--- src/hdl/pst_consts.svh ---
// Constants for the program space table access block
`ifndef PST_CONSTS_SVH
`define PST_CONSTS_SVH
`define PST_PW         24
`define PST_DW         16
`define PST_AW         24
`define PST_PAGE_W     8
`define PST_CFG_BIT    7
`define PST_PC_INC     23'h000002
`define PST_ZERO8      8'h00
`define PST_ZERO16     16'h0000
`define PST_ZERO24     24'h000000
`define PST_PSV_PAGE_R 8'h00
`endif

--- src/hdl/pst_pkg.sv ---
// Types for the program space table access block
package pst_pkg;
	typedef enum logic [2:0] {
		PST_OP_NONE,
		PST_OP_RD_LOW,
		PST_OP_RD_HIGH,
		PST_OP_WR_LOW,
		PST_OP_WR_HIGH
	} pst_op_e;
	typedef enum logic [1:0] {
		PST_IDLE,
		PST_WAIT
	} pst_state_e;
endpackage

--- src/hdl/pst_mem_if.sv ---
// Program memory request and answer carrier
`timescale 1ns/1ps
`include "pst_consts.svh"
interface pst_mem_if;
	logic                 req;
	logic                 wr;
	logic                 wr_low;
	logic                 wr_high;
	logic                 byte_mode;
	logic                 byte_sel;
	logic [`PST_AW-1:0]   addr;
	logic [`PST_DW-1:0]   wdata;
	logic [`PST_PW-1:0]   rdata;
	logic                 rvalid;
	modport core (output req, wr, wr_low, wr_high, byte_mode, byte_sel, addr, wdata,
		input rdata, rvalid);
	modport lane (input req, wr, wr_low, wr_high, byte_mode, byte_sel, addr, wdata,
		output rdata, rvalid);
endinterface

--- src/hdl/pst_lane.sv ---
// Lane steering of a program word onto the 16-bit data bus
`timescale 1ns/1ps
`include "pst_consts.svh"
module pst_lane
	import pst_pkg::*;
(
	// Request side
	pst_mem_if.lane       m,
	// Program memory side
	input  wire logic [`PST_PW-1:0] pm_rdata,
	input  wire logic               pm_rvalid,
	input  wire logic               high_sel
);
	// Pick the data lane from the program word
	function automatic logic [`PST_DW-1:0] steer(input logic [`PST_PW-1:0] w,
		input logic hi, input logic bm, input logic bs);
		logic [`PST_DW-1:0] r;
		r = `PST_ZERO16;
		if (!hi) begin
			if (!bm) begin
				r = w[15:0];
			end else begin
				r = {`PST_ZERO8, bs ? w[15:8] : w[7:0]};
			end
		end else begin
			if (!bm) begin
				r = {`PST_ZERO8, w[23:16]};
			end else begin
				r = {`PST_ZERO8, bs ? `PST_ZERO8 : w[23:16]};
			end
		end
		return r;
	endfunction

	// Steered word returned in the low bits, upper byte cleared
	assign m.rdata  = {`PST_ZERO8, steer(pm_rdata, high_sel, m.byte_mode, m.byte_sel)};
	assign m.rvalid = pm_rvalid;
endmodule

--- src/hdl/pst_table_access.sv ---
// Table access path between data space and program memory
`timescale 1ns/1ps
`include "pst_consts.svh"
module pst_table_access
	import pst_pkg::*;
(
	// Clock and reset
	input  wire logic                   core_clk,
	input  wire logic                   rst_b,
	// Core table request
	input  wire logic                   tbl_req,
	input  wire logic [2:0]             tbl_op,
	input  wire logic                   tbl_byte_mode,
	input  wire logic [`PST_DW-1:0]     data_effective_address,
	input  wire logic [`PST_DW-1:0]     tbl_wdata,
	input  wire logic                   page_wr,
	input  wire logic [`PST_PAGE_W-1:0] page_wdata,
	output logic [`PST_PAGE_W-1:0]      table_page_register,
	output logic [`PST_DW-1:0]          tbl_rdata,
	output logic                        tbl_done,
	output logic                        tbl_cfg_space,
	// Instruction fetch
	input  wire logic                   pc_step,
	input  wire logic                   pc_load,
	input  wire logic [`PST_AW-2:0]     pc_load_val,
	output logic [`PST_AW-1:0]          fetch_addr,
	// Visibility window
	input  wire logic                   psv_req,
	input  wire logic                   psv_wr,
	input  wire logic [`PST_DW-1:0]     psv_addr,
	output logic [`PST_DW-1:0]          psv_rdata,
	output logic                        psv_done,
	// Program memory
	output logic                        pm_req,
	output logic                        pm_wr_low,
	output logic                        pm_wr_high,
	output logic [`PST_AW-1:0]          pm_addr,
	output logic [`PST_DW-1:0]          pm_wdata,
	output logic                        pm_byte_mode,
	output logic                        pm_byte_sel,
	input  wire logic [`PST_PW-1:0]     pm_rdata,
	input  wire logic                   pm_rvalid
);
	// Sequencer state, lane choice, window flag and program counter
	pst_mem_if  mi ();
	pst_state_e st_q;
	logic       hi_q;
	logic       psv_q;
	logic [`PST_AW-2:0] pc_q;
	logic [`PST_AW-1:0] tbl_addr;
	logic               byte_sel_w;

	// Read operations go out to memory and wait for the answer
	function automatic logic op_is_read(input logic [2:0] op);
		return (op == PST_OP_RD_LOW) || (op == PST_OP_RD_HIGH);
	endfunction

	// Only the high operations reach the upper byte lane
	function automatic logic op_is_high(input logic [2:0] op);
		return (op == PST_OP_RD_HIGH) || (op == PST_OP_WR_HIGH);
	endfunction

	// Byte select is the lowest effective address bit
	assign byte_sel_w = data_effective_address[0];

	// Table address from page over effective address, no alignment check
	assign tbl_addr = {table_page_register, data_effective_address};

	// Carrier view of the outgoing request for the lane steering
	assign mi.req       = pm_req;
	assign mi.wr        = pm_wr_low | pm_wr_high;
	assign mi.wr_low    = pm_wr_low;
	assign mi.wr_high   = pm_wr_high;
	assign mi.byte_mode = pm_byte_mode;
	assign mi.byte_sel  = pm_byte_sel;
	assign mi.addr      = pm_addr;
	assign mi.wdata     = pm_wdata;

	pst_lane u_lane (
		.m         (mi.lane),
		.pm_rdata  (pm_rdata),
		.pm_rvalid (pm_rvalid),
		.high_sel  (hi_q)
	);

	// Page register and its space flag
	always_ff @(posedge core_clk or negedge rst_b) begin
		if (!rst_b) begin
			table_page_register <= `PST_ZERO8;
			tbl_cfg_space       <= 1'b0;
		end else if (page_wr) begin
			table_page_register <= page_wdata;
			tbl_cfg_space       <= page_wdata[`PST_CFG_BIT];
		end
	end

	// Program counter, two data addresses per program word
	always_ff @(posedge core_clk or negedge rst_b) begin
		if (!rst_b) begin
			pc_q <= 23'h000000;
		end else if (pc_load) begin
			pc_q <= {pc_load_val[22:1], 1'b0};
		end else if (pc_step) begin
			pc_q <= pc_q + `PST_PC_INC;
		end
	end

	// Fetch address one cycle behind the counter, top and bottom bits low
	always_ff @(posedge core_clk or negedge rst_b) begin
		if (!rst_b) begin
			fetch_addr <= `PST_ZERO24;
		end else begin
			fetch_addr <= {1'b0, pc_q[22:1], 1'b0};
		end
	end

	// Request sequencer for table and visibility accesses
	always_ff @(posedge core_clk or negedge rst_b) begin
		if (!rst_b) begin
			st_q         <= PST_IDLE;
			hi_q         <= 1'b0;
			psv_q        <= 1'b0;
			pm_req       <= 1'b0;
			pm_wr_low    <= 1'b0;
			pm_wr_high   <= 1'b0;
			pm_addr      <= `PST_ZERO24;
			pm_wdata     <= `PST_ZERO16;
			pm_byte_mode <= 1'b0;
			pm_byte_sel  <= 1'b0;
			tbl_done     <= 1'b0;
			psv_done     <= 1'b0;
		end else begin
			// Strobes and done pulses last one cycle
			tbl_done   <= 1'b0;
			psv_done   <= 1'b0;
			pm_req     <= 1'b0;
			pm_wr_low  <= 1'b0;
			pm_wr_high <= 1'b0;
			case (st_q)
				PST_IDLE: begin
					if (tbl_req) begin
						// Reads permitted in either space
						pm_addr      <= tbl_addr;
						pm_byte_mode <= tbl_byte_mode;
						pm_byte_sel  <= byte_sel_w;
						pm_wdata     <= tbl_wdata;
						psv_q        <= 1'b0;
						// High ops alone reach the upper byte lane
						hi_q <= op_is_high(tbl_op);
						// Write data is already on the bus, so writes finish at once
						if (tbl_op == PST_OP_WR_LOW) begin
							pm_wr_low <= 1'b1;
							tbl_done  <= 1'b1;
						end else if (tbl_op == PST_OP_WR_HIGH) begin
							pm_wr_high <= 1'b1;
							tbl_done   <= 1'b1;
						end else if (op_is_read(tbl_op)) begin
							pm_req <= 1'b1;
							st_q   <= PST_WAIT;
						end else begin
							tbl_done <= 1'b1;
						end
					end else if (psv_req) begin
						if (psv_wr) begin
							psv_done <= 1'b1;
						end else begin
							pm_addr      <= {`PST_PSV_PAGE_R, psv_addr};
							pm_byte_mode <= 1'b0;
							pm_byte_sel  <= 1'b0;
							hi_q         <= 1'b0;
							psv_q        <= 1'b1;
							pm_req       <= 1'b1;
							st_q         <= PST_WAIT;
						end
					end
				end
				PST_WAIT: begin
					// Answer from memory ends the wait
					if (mi.rvalid) begin
						if (psv_q) begin
							psv_done <= 1'b1;
						end else begin
							tbl_done <= 1'b1;
						end
						st_q <= PST_IDLE;
					end
				end
				default: begin
					st_q <= PST_IDLE;
				end
			endcase
		end
	end

	// Read results, each held until the next answer of its own kind
	always_ff @(posedge core_clk or negedge rst_b) begin
		if (!rst_b) begin
			tbl_rdata <= `PST_ZERO16;
			psv_rdata <= `PST_ZERO16;
		end else if (st_q == PST_WAIT && mi.rvalid) begin
			if (psv_q) begin
				psv_rdata <= mi.rdata[`PST_DW-1:0];
			end else begin
				tbl_rdata <= mi.rdata[`PST_DW-1:0];
			end
		end
	end
endmodule

--- config.mk ---
export PLATFORM = sky130hd
export DESIGN_NAME = pst_table_access
export DESIGN_NICKNAME = d
export VERILOG_FILES = /design/src/hdl/pst_pkg.sv /design/src/hdl/pst_mem_if.sv /design/src/hdl/pst_lane.sv /design/src/hdl/pst_table_access.sv
export VERILOG_INCLUDE_DIRS = /design/src /design/src/hdl
export SDC_FILE = /design/constraint.sdc
export NUM_CORES = 1
export LEC_CHECK = 0
export BUFFER_PORTS_ARGS = -buffer_cell sky130_fd_sc_hd__buf_2
export CORE_ASPECT_RATIO = 1.2
export CORE_MARGIN = 2
export CORE_UTILIZATION = 53
export CTS_BUF_LIST = sky130_fd_sc_hd__clkbuf_4 sky130_fd_sc_hd__clkbuf_8
export CTS_CLUSTER_SIZE = 8
export DETAILED_ROUTE_END_ITERATION = 16
export PLACE_DENSITY = 0.91
export SLEW_MARGIN = 15
export SYNTH_ARGS = -nofsm -noshare
export SYNTH_HDL_FRONTEND = slang
export SYNTH_SLANG_ARGS = --single-unit
--- constraint.sdc ---
create_clock -name core_clk -period 6.15 [get_ports core_clk]
set_clock_uncertainty 0.2 [all_clocks]
set_input_delay 1.23 -clock core_clk [delete_from_list [all_inputs] [get_ports core_clk]]
set_output_delay 1.23 -clock core_clk [all_outputs]
set_load 0.02 [all_outputs]
==> impl_metrics.tcl, run 1 <==
set metrics [dict create \
    outcome "finished clean" \
    grt_max_degree 79 \
    startpoint "pc_step" \
    drtAntennaViolNets 0 \
    synth_edf_count 0 \
    rr_worst_depth 4 \
    ff2ff_setup_slack_ns 3.79 \
    synth-async-reset-ratio_pct 100 \
    required_ns 6.25 \
    clk_path_buf_depth 2 \
    core_region_area_sq_mm 0.00996 \
    fillCellCount 686 \
    synth_cell_types 44 \
    setup-tns-final_ns 0 \
    antenna_found_initial 0 \
    critical_path.max_stage_delay_ns 0.78 \
    drt-total-wl_um 14400 \
    grtUsageTotal_pct 26.8 \
    start_util_pct 54.3 \
    ctsHoldBuffers 0 \
    leakagePower_uw 0.00359 \
    die-area_sq_mm 0.0110 \
    cts-resized-gates 0 \
    endpoint_kind "flop" \
    timing.final.crit_share_pct 46.4 \
    via_per_inst 5.56 \
    final_nets 805 \
    power_per_cell_area_mw_per_mm2 417 \
    drive_gt1_share_pct 41.5 \
    critPathMaxFanout 10 \
    worstHoldStart "pc_q[22]" \
    max_freq_mhz 350 \
    htree_levels 4 \
    drv_slew 0 \
    synth_seq_cells 134 \
    rows 40 \
    first_pass_iters 7 \
    ys_seq_area_share_pct 62.0 \
    setup_viol 0 \
    vias 4595 \
    syn_area_sq_mm 0.00541 \
    routedWlPerCell_um 17.5 \
    synth_flop_cell "dfrtp_1" \
    grt_pass1_wl_um 22300 \
    drc 0 \
    ctsRootBufferMaster "clkbuf_8" \
    cp-start-kind "primary input" \
    drv_cap 0 \
    num_antenna_cells 0 \
    grt.overflow.total 0 \
    clock_sink_count 134 \
    clock_latency_ns 0.42 \
    fp.dieH_um 115 \
    hold_depth 0 \
    clk_pin_slew_ns 0.07 \
    first_global_vias 4623 \
    vdd_drop_max_mv 0.178 \
    hpwl_um 10300 \
    mostFrequentLayoutCell "buf_2" \
    stdcell_count 827 \
    synthToLayoutAreaGrowth_pct 29.9 \
    syn-mean-instance-area_sq_um 11.5 \
    r2r_end "pc_q[18]" \
    min_to "fetch_addr[22]" \
    syn_inst 471 \
    cp.arrival_ns 2.95 \
    portBuffers 224 \
    die_x_um 96.2 \
    layout_common_cells "buf_2 (223), dfrtp_1 (134), nand2_1 (66), o21ai_0 (50), inv_1 (26)" \
    timing.rr.start "pc_q[3]" \
    yosys_warnings 0 \
    hold_ws_ns 0.186 \
    worstMarginPinSlew_ns 1.15 \
    total_power_uw 2930 \
    crit_slowest_cell "nor4_2" \
    post-cts-setup-buffer-count 0 \
    finalWorstPathRequiredPeriod_ns 2.85 \
    ios 228 \
    crit_chain "buf_2, nand4_4, nor4_2, a21boi_0, o31a_1" \
    numCtsBuffers 17 \
    max-slew-margin-rel_pct 23.2 \
    final_hold_viol_count 0 \
    place_congestion 0.821 \
    dpl.cell_count 795 \
    rsz0062_at_grt "no" \
    crit_type "in -> reg" \
    hold_class "reg -> reg" \
    cts_tree "built" \
    dr.first_iter.drc_count 253 \
]
## routing by layer
metal  track usage, %  vias to the layer above  part of all wire (%)
li1                 -                     2086                     -
met1             30.8                     2235                    36
met2             46.2                      251                    53
met3             6.91                       23                   8.4
met4             12.3                        0                   2.1
met5                0                        -                     0
## registers in the layout, summed over array words and instances, names as in the netlist, 8 cells and up
name,cells
fetch_addr,22
pc_q,22
pm_addr,24
pm_wdata,16
psv_rdata,16
table_page_register,8
tbl_rdata,16
## through the flow
step / utilization, % / area (sq um) / setup WS, ns
final: 70.6 / 7030 / 3.30
after global routing: 70.6 / 7030 / 3.21
after CTS: 70.6 / 7030 / 3.37
after detailed placement: 66.3 / 6600 / 2.93
after global placement: 66.3 / 6600 / 3.01
after floorplan: - / 5410 / 3.19
## power by group
group | switching (uW) | internal, uW
clock | 325 | 451
combinational | 584 | 322
sequential | 144 | 1100
## cells in the mapped netlist (all sizes together), types with 2 or more instances
library cell	count	share of area (%)
nand2b	5	0.58
or3	4	0.49
nor2	12	0.83
inv	26	1.8
nand4	7	1.1
buf	7	0.79
o31a	2	0.32
or4	2	0.28
xnor2	8	1.3
mux2i	11	2.0
mux2	24	5.0
nand3	16	1.5
nand2	66	4.6
and4	2	0.32
o21ai	50	4.6
a22oi	2	0.28
dfrtp	134	62
o21a	8	1.1
nor4	7	0.93
clkbuf	23	1.6
nor3	3	0.28
nor2b	2	0.23
a31oi	5	0.58
a222oi	16	3.0
a22o	10	1.6
xor2	6	0.97
## area by class of cell
class / count / area [sq um] / share of cell area, %
sequential: 134 / 3350 / 47.7
clock buffer: 24 / 305 / 4.34
tap: 126 / 158 / 2.24
inverter: 26 / 97.6 / 1.39
timing repair buffer: 227 / 1150 / 16.3
multi-input combinational: 282 / 1850 / 26.3
clock inverter: 8 / 121 / 1.73
## worst max-delay path, delay by kind of cell
family	cells	cell delay (ns)
AOI/OAI and AO/OA	2	0.55
and+or+nand+nor	2	0.98
buffers and inverters	1	0.18
## logic make-up after synthesis
kind of cell               after synthesis  synth area share (%)
DFF                                    134                  62.0
buffers and inverters                   56                  4.19
and+or+nand+nor                        131                  11.8
other                                    1                0.0693
muxes                                   35                  7.03
AOI/OAI and AO/OA                       99                  12.4
xor gates and xnor gates                14                  2.27
adders and majority gates                1                 0.231
## worst max-delay path by stage
stage | endpoint | depth (start not counted)
floorplan | pc_q[21] | 6
global placement | pc_q[18] | 5
detailed placement | pc_q[18] | 5
CTS | pc_q[18] | 5
global route | pc_q[18] | 5
finish | pc_q[18] | 5
Power figures use the tool's default switching activity.
==> run 2: changes to the inputs <==
Settings changed: ABC_AREA from default to 1, CORE_UTILIZATION 53 to 45, PLACE_DENSITY 0.91 to 0.82.
Clock period 6.15 ns to 2.6 ns, I/O delays scaled along.
==> run 2 against run 1 <==
  * The flow now finishes with violations (hold timing)
  * Critical path depth rose by 3
  * Global-route usage fell by 3.8 points
  * Via count rose by 14%
  * Register-to-register slack got worse by 3.1 ns
  * Power rose by 140%
  * Clock power rose to 2.7 times the previous value
  * Combinational power rose by 110%
  * Die area rose by 22%
  * Largest cell class unchanged
==> impl_metrics.tcl, run 2 <==
set metrics [dict create \
    vias 5254 \
    ios 228 \
    layout_common_cells "nand2_1 (241), buf_2 (223), dfrtp_1 (134), nand3_1 (58), o21ai_0 (55)" \
    hold_class "in -> async" \
    drt-met1-wl_um 6180 \
    crit_type "reg -> reg" \
    grtUsageTotal_pct 23.0 \
    rsz0062_at_grt "no" \
    ys_seq_area_share_pct 59.2 \
    syn-mean-instance-area_sq_um 8.72 \
    cts-resized-gates 0 \
    antenna_found_initial 1 \
    post-cts-setup-buffer-count 0 \
    rr_worst_depth 8 \
    cts_tree "built" \
    grt_pass1_wl_um 24100 \
    synth_edf_count 0 \
    cp.arrival_ns 2.05 \
    required_ns 2.71 \
    clk_path_buf_depth 2 \
    stdcell_area_sq_mm 0.00742 \
    max-slew-margin-rel_pct 53.3 \
    drive_gt1_share_pct 30.5 \
    yosys-top-cells-count "nand2_1 (241), dfrtp_1 (134), nand3_1 (58), o21ai_0 (55), nor2_1 (42)" \
    total_power_uw 6930 \
    critPathMaxFanout 6 \
    first_global_vias 4875 \
    synth-async-reset-ratio_pct 100 \
    timing.final.crit_share_pct 74.4 \
    rows 44 \
    fp.dieH_um 127 \
    die_x_um 106 \
    die-area_sq_mm 0.0135 \
    final_nets 989 \
    max_freq_mhz 517 \
    leakagePower_uw 0.00396 \
    vdd_drop_max_mv 0.429 \
    drc 0 \
    mostFrequentLayoutCell "nand2_1" \
    drtAntennaViolNets 0 \
    reg.largest.list "pm_addr x24, fetch_addr x22, pc_q x22" \
    num_antenna_cells 0 \
    core_region_area_sq_mm 0.0122 \
    place_congestion 0.886 \
    synth_flop_cell "dfrtp_1" \
    wl_met3_um 1230 \
    hpwl_um 11000 \
    outcome "finished, violations left" \
    grt.overflow.total 0 \
    dr.first_iter.drc_count 336 \
    largest_reg_flops 24 \
    final_hold_viol_count 10 \
    clk_pin_slew_ns 0.08 \
    yosysTopAreaCell "dfrtp_1" \
    syn_area_sq_mm 0.00567 \
    power_per_cell_area_mw_per_mm2 934 \
    synth_top_cell_area_share_pct 59.2 \
    ctsHoldBuffers 0 \
    highest_layer "met5" \
    numCtsBuffers 17 \
    clock_sink_count 134 \
    ctsRootBufferMaster "clkbuf_8" \
    portBuffers 224 \
    yosysMostFrequentCell "nand2_1" \
    routedWlPerCell_um 14.9 \
    setup_viol 0 \
    start_util_pct 46.4 \
    wl_met2_um 7750 \
    drv_slew 0 \
    htree_levels 4 \
    synth_seq_cells 134 \
    violations "hold timing" \
    grt_max_degree 135 \
    drt-total-wl_um 15600 \
    placed_cell_area_sq_mm 0.00692 \
    synthTopCellsByArea "dfrtp_1 (59%), nand2_1 (16%), nand3_1 (5.1%)" \
    clock_latency_ns 0.42 \
    synthToLayoutAreaGrowth_pct 30.9 \
    drv_cap 0 \
    via_per_inst 5.02 \
    hold_ws_ns -0.0234 \
    first_pass_iters 7 \
    endpoint_kind "flop" \
    cp-start-kind "flop" \
    synth_cell_types 28 \
    syn_inst 650 \
    finalWorstPathRequiredPeriod_ns 1.94 \
    yosys_warnings 0 \
    setup-tns-final_ns 0 \
    worstMarginPinSlew_ns 0.698 \
    regMostFlops "pm_addr" \
]
-- run 2: changes by cell type after synthesis, sizes merged, moves of 13 or more --
| cell | delta |
|---|---|
| a222oi | -16 |
| a22oi | +13 |
| mux2 | -24 |
| nand2 | +176 |
| nand3 | +42 |
| nor2 | +31 |
-- run 2: cell type report --
type	instances	area, sq um
timing repair buffer	232	1200
clock inverter	12	223
tap	161	201
clock buffer	20	275
multi-input combinational	450	2030
sequential	134	3350
inverter	37	139
fill	1081	4800
-- run 2: metal layers --
layer | global-route usage (%) | vias up
li1 | - | 2533
met1 | 27.8 | 2450
met2 | 39.0 | 236
met3 | 6.27 | 33
met4 | 9.09 | 2
met5 | 0 | -
-- run 2: critical path, stage by stage, from the launching register on --
cell	delay, ns
dfrtp_1	0.45
ha_1	0.23
nand2_1	0.08
nor2_1	0.16
nand2_1	0.23
nor2_1	0.23
nand3_1	0.09
nand3_1	0.09
nand2_1	0.06
-- run 2: through the flow --
step | utilization [%] | cells | setup WS (ns)
5_1_grt | 60.7 | 1046 | 0.454
6_report | 60.7 | 1046 | 0.665
3_3_place_gp | 56.6 | 1014 | 0.569
2_1_floorplan | - | 651 | 0.974
4_1_cts | 60.7 | 1046 | 0.660
3_5_place_dp | 56.6 | 1014 | 0.582
-- run 2: path summary, 6_finish.rpt --
kind                              start        endpoint  slack, ns
max                             pc_q[1]        pc_q[19]       0.66
min                               rst_b     pm_addr[11]      -0.02
max reg2reg                     pc_q[1]        pc_q[19]       0.66
min reg2reg                    pc_q[22]  fetch_addr[22]       0.25
max in group asynchronous         rst_b    pm_wdata[13]       1.71
min in group core_clk      tbl_wdata[4]     pm_wdata[4]       0.09
-- run 2: cell families after synthesis --
family / share of synthesized area, %
compound gates: 9.39
buf+inv: 5.10
simple gates: 25.0
flops: 59.2
other cells: 0.0662
xor+xnor: 1.08
fa+ha+maj: 0.221
-- run 2: power by group --
| group | total, uW | switching (uW) | internal (uW) | leakage (uW) |
|---|---|---|---|---|
| combinational | 1940 | 1300 | 644 | 0.00206 |
| sequential | 2870 | 296 | 2570 | 0.00166 |
| clock | 2120 | 803 | 1320 | 0.000245 |
| total | 6930 | 2400 | 4530 | 0.00396 |
==> run 3: changes to the inputs <==
Settings changed: CORE_UTILIZATION 45 to 50, PLACE_DENSITY 0.82 to 0.86.
Clock period 2.6 ns to 1.88 ns, I/O delays scaled along.
==> run 3 against run 2 <==
  * Cell area rose by 10%
  * Worst hold slack improved by 0.048 ns
  * Cell count grew 6.0%
  * Critical path type unchanged
  * Combinational power increased by 54%
  * Flip-flop and latch count unchanged
  * The flow now finishes without violations
  * Highest routed layer is now met4
==> impl_metrics.tcl, run 3 (synthesis gave the netlist of run 2 again) <==
set metrics [dict create \
    die_x_um 101 \
    rsz0062_at_grt "no" \
    max-slew-margin-rel_pct 65.9 \
    numCtsBuffers 17 \
    cts_tree "built" \
    required_ns 1.97 \
    crit_slowest_cell "dfrtp_1" \
    rows 42 \
    critPathMaxFanout 16 \
    endpoint_kind "flop" \
    startpoint "pm_byte_mode" \
    core_region_area_sq_mm 0.0110 \
    antenna_found_initial 1 \
    p_clk_share_pct 25.0 \
    grt_use_met2_pct 55.0 \
    first_global_vias 6061 \
    drt-total-wl_um 19300 \
    timing.rr.start "pm_byte_mode" \
    htree_levels 4 \
    largest_reg_flops 24 \
    combinationalPowerShare_pct 32.1 \
    place_congestion 0.909 \
    crit_type "reg -> reg" \
    drc 0 \
    reg.largest.list "pm_addr x24, fetch_addr x22, pc_q x22" \
    p_sw_share_pct 37.4 \
    routedWlPerCell_um 17.4 \
    via_per_inst 5.48 \
    worstMarginPinSlew_ns 0.510 \
    first_pass_iters 8 \
    cp-start-kind "flop" \
    ios 228 \
    hold_class "in -> reg" \
    seqPwrFrac_pct 43.0 \
    hpwl_um 11400 \
    crit_chain "nand2_1, buf_4, o211ai_1, o21ai_0" \
    grtUsageTotal_pct 32.2 \
    fp.dieH_um 121 \
    clock_latency_ns 0.43 \
    leakagePower_uw 0.00431 \
    crit_end "psv_rdata[3]" \
    clk_pin_slew_ns 0.08 \
    synthToLayoutAreaGrowth_pct 44.2 \
    power_per_cell_area_mw_per_mm2 1140 \
    drv_slew 0 \
    r2r_end "psv_rdata[3]" \
    portBuffers 224 \
    drtAntennaViolNets 0 \
    crit_cells 4 \
    clk_path_buf_depth 2 \
    grt.overflow.total 0 \
    timing.final.crit_share_pct 93.4 \
    start_util_pct 51.3 \
    cp.arrival_ns 1.85 \
    p_int_uw 5830 \
    vias 6076 \
    grt-busiest-layer "met2" \
    outcome "finished clean" \
    use_met1_pct 34.0 \
    setup_slack_ns 0.124 \
    fillCellCount 771 \
    netSwitchingPower_uw 3480 \
    vdd_drop_max_mv 0.531 \
    cp_num_buf_inv 1 \
    gr-usage-met3_pct 8.32 \
    ff2ff_setup_slack_ns 0.12 \
    drive_gt1_share_pct 29.7 \
    rr_worst_depth 4 \
    max_freq_mhz 570 \
    finalWorstPathRequiredPeriod_ns 1.76 \
    clock_sink_count 134 \
    dr.first_iter.drc_count 380 \
    regMostFlops "pm_addr" \
    mostFrequentLayoutCell "nand2_1" \
    critical_path.max_stage_delay_ns 0.42 \
    setup_viol 0 \
    die-area_sq_mm 0.0122 \
    grt_pass1_wl_um 29900 \
    pre_cts_ws_ns 0.0898 \
    drv_cap 0 \
    hold_ws_ns 0.0248 \
    final_hold_viol_count 0 \
    layout_common_cells "nand2_1 (240), buf_2 (223), dfrtp_1 (133), dlygate4sd3_1 (77), nand3_1 (58)" \
    final_nets 1080 \
    crit_family "flip-flops" \
    post-cts-setup-buffer-count 0 \
    ctsRootBufferMaster "clkbuf_8" \
    setup-tns-final_ns 0 \
    grt_max_degree 42 \
]
[run 3: cell types whose count changed in the layout (fill, tap and decap cells not counted), moves of 2 or more]
cell           before  now
nor2_1             42   37
buf_4               7   20
diode_2             0    2
bufinv_16           6    2
nor2_2              0    5
dlygate4sd3_1       0   77
clkinv_2            2    6
clkbuf_4            0    3
clkbuf_8           20   18
[run 3: metal layers]
layer	vias up	routed length [um]
met1	2815	6450
met3	126	1700
li1	2728	-
met5	-	0
met2	407	9790
met4	0	1350
[run 3: worst min path at each step]
stage | startpoint | endpoint | slack, ns | cells after the start
2_1_floorplan | rst_b | fetch_addr[10] | -0.12 | 0
3_3_place_gp | rst_b | pm_addr[10] | 0.12 | 1
3_5_place_dp | rst_b | pm_addr[11] | 0.12 | 1
4_1_cts | pc_load_val[8] | pc_q[8] | 0.001 | 3
5_1_grt | pc_load_val[8] | pc_q[8] | 0.005 | 3
6_report | tbl_op[1] | pm_wr_low | 0.02 | 3
[run 3: through the flow]
stage          utilization [%]  power (uW)  cell area [sq um]  cells
2_1_floorplan                -        5610               5670    651
3_3_place_gp              63.4        6670               7000    999
3_5_place_dp              63.4        6760               7000    999
4_1_cts                   73.8        9180               8150   1107
5_1_grt                   74.0        9800               8170   1108
6_report                  74.0        9310               8170   1109
[run 3: area by class of cell]
| class | instances | area [sq um] | area share, % |
|---|---|---|---|
| antenna | 2 | 5.00 | 0.0613 |
| multi-input combinational | 450 | 2040 | 25.0 |
| timing repair buffer | 323 | 2090 | 25.6 |
| clock buffer | 21 | 270 | 3.31 |
| clock inverter | 10 | 106 | 1.30 |
| sequential | 134 | 3350 | 41.1 |
| tap | 132 | 165 | 2.02 |
| inverter | 37 | 139 | 1.70 |
[run 3: what timing repair did]
action / 4_1_cts / 5_1_grt
setup endpoints to repair: 0 / 11
resized for setup: 0 / 7
hold buffers: 77 / 0
endpoints found under the hold margin: 128 / 0
[run 3: power by group through the flow]
stage          Clock (uW)  Combinational [uW]  Sequential, uW
6_report             2320                2990            4000
5_1_grt              2490                3240            4070
4_1_cts              2330                2890            3950
3_5_place_dp            0                2760            4000
3_3_place_gp            0                2700            3970
2_1_floorplan           0                 850            4760
[run 3: worst reg2reg max path: stages (launching register included)]
cell      delay, ns
dfrtp_1        0.42
nand2_1        0.32
buf_4          0.28
o211ai_1       0.25
o21ai_0        0.15
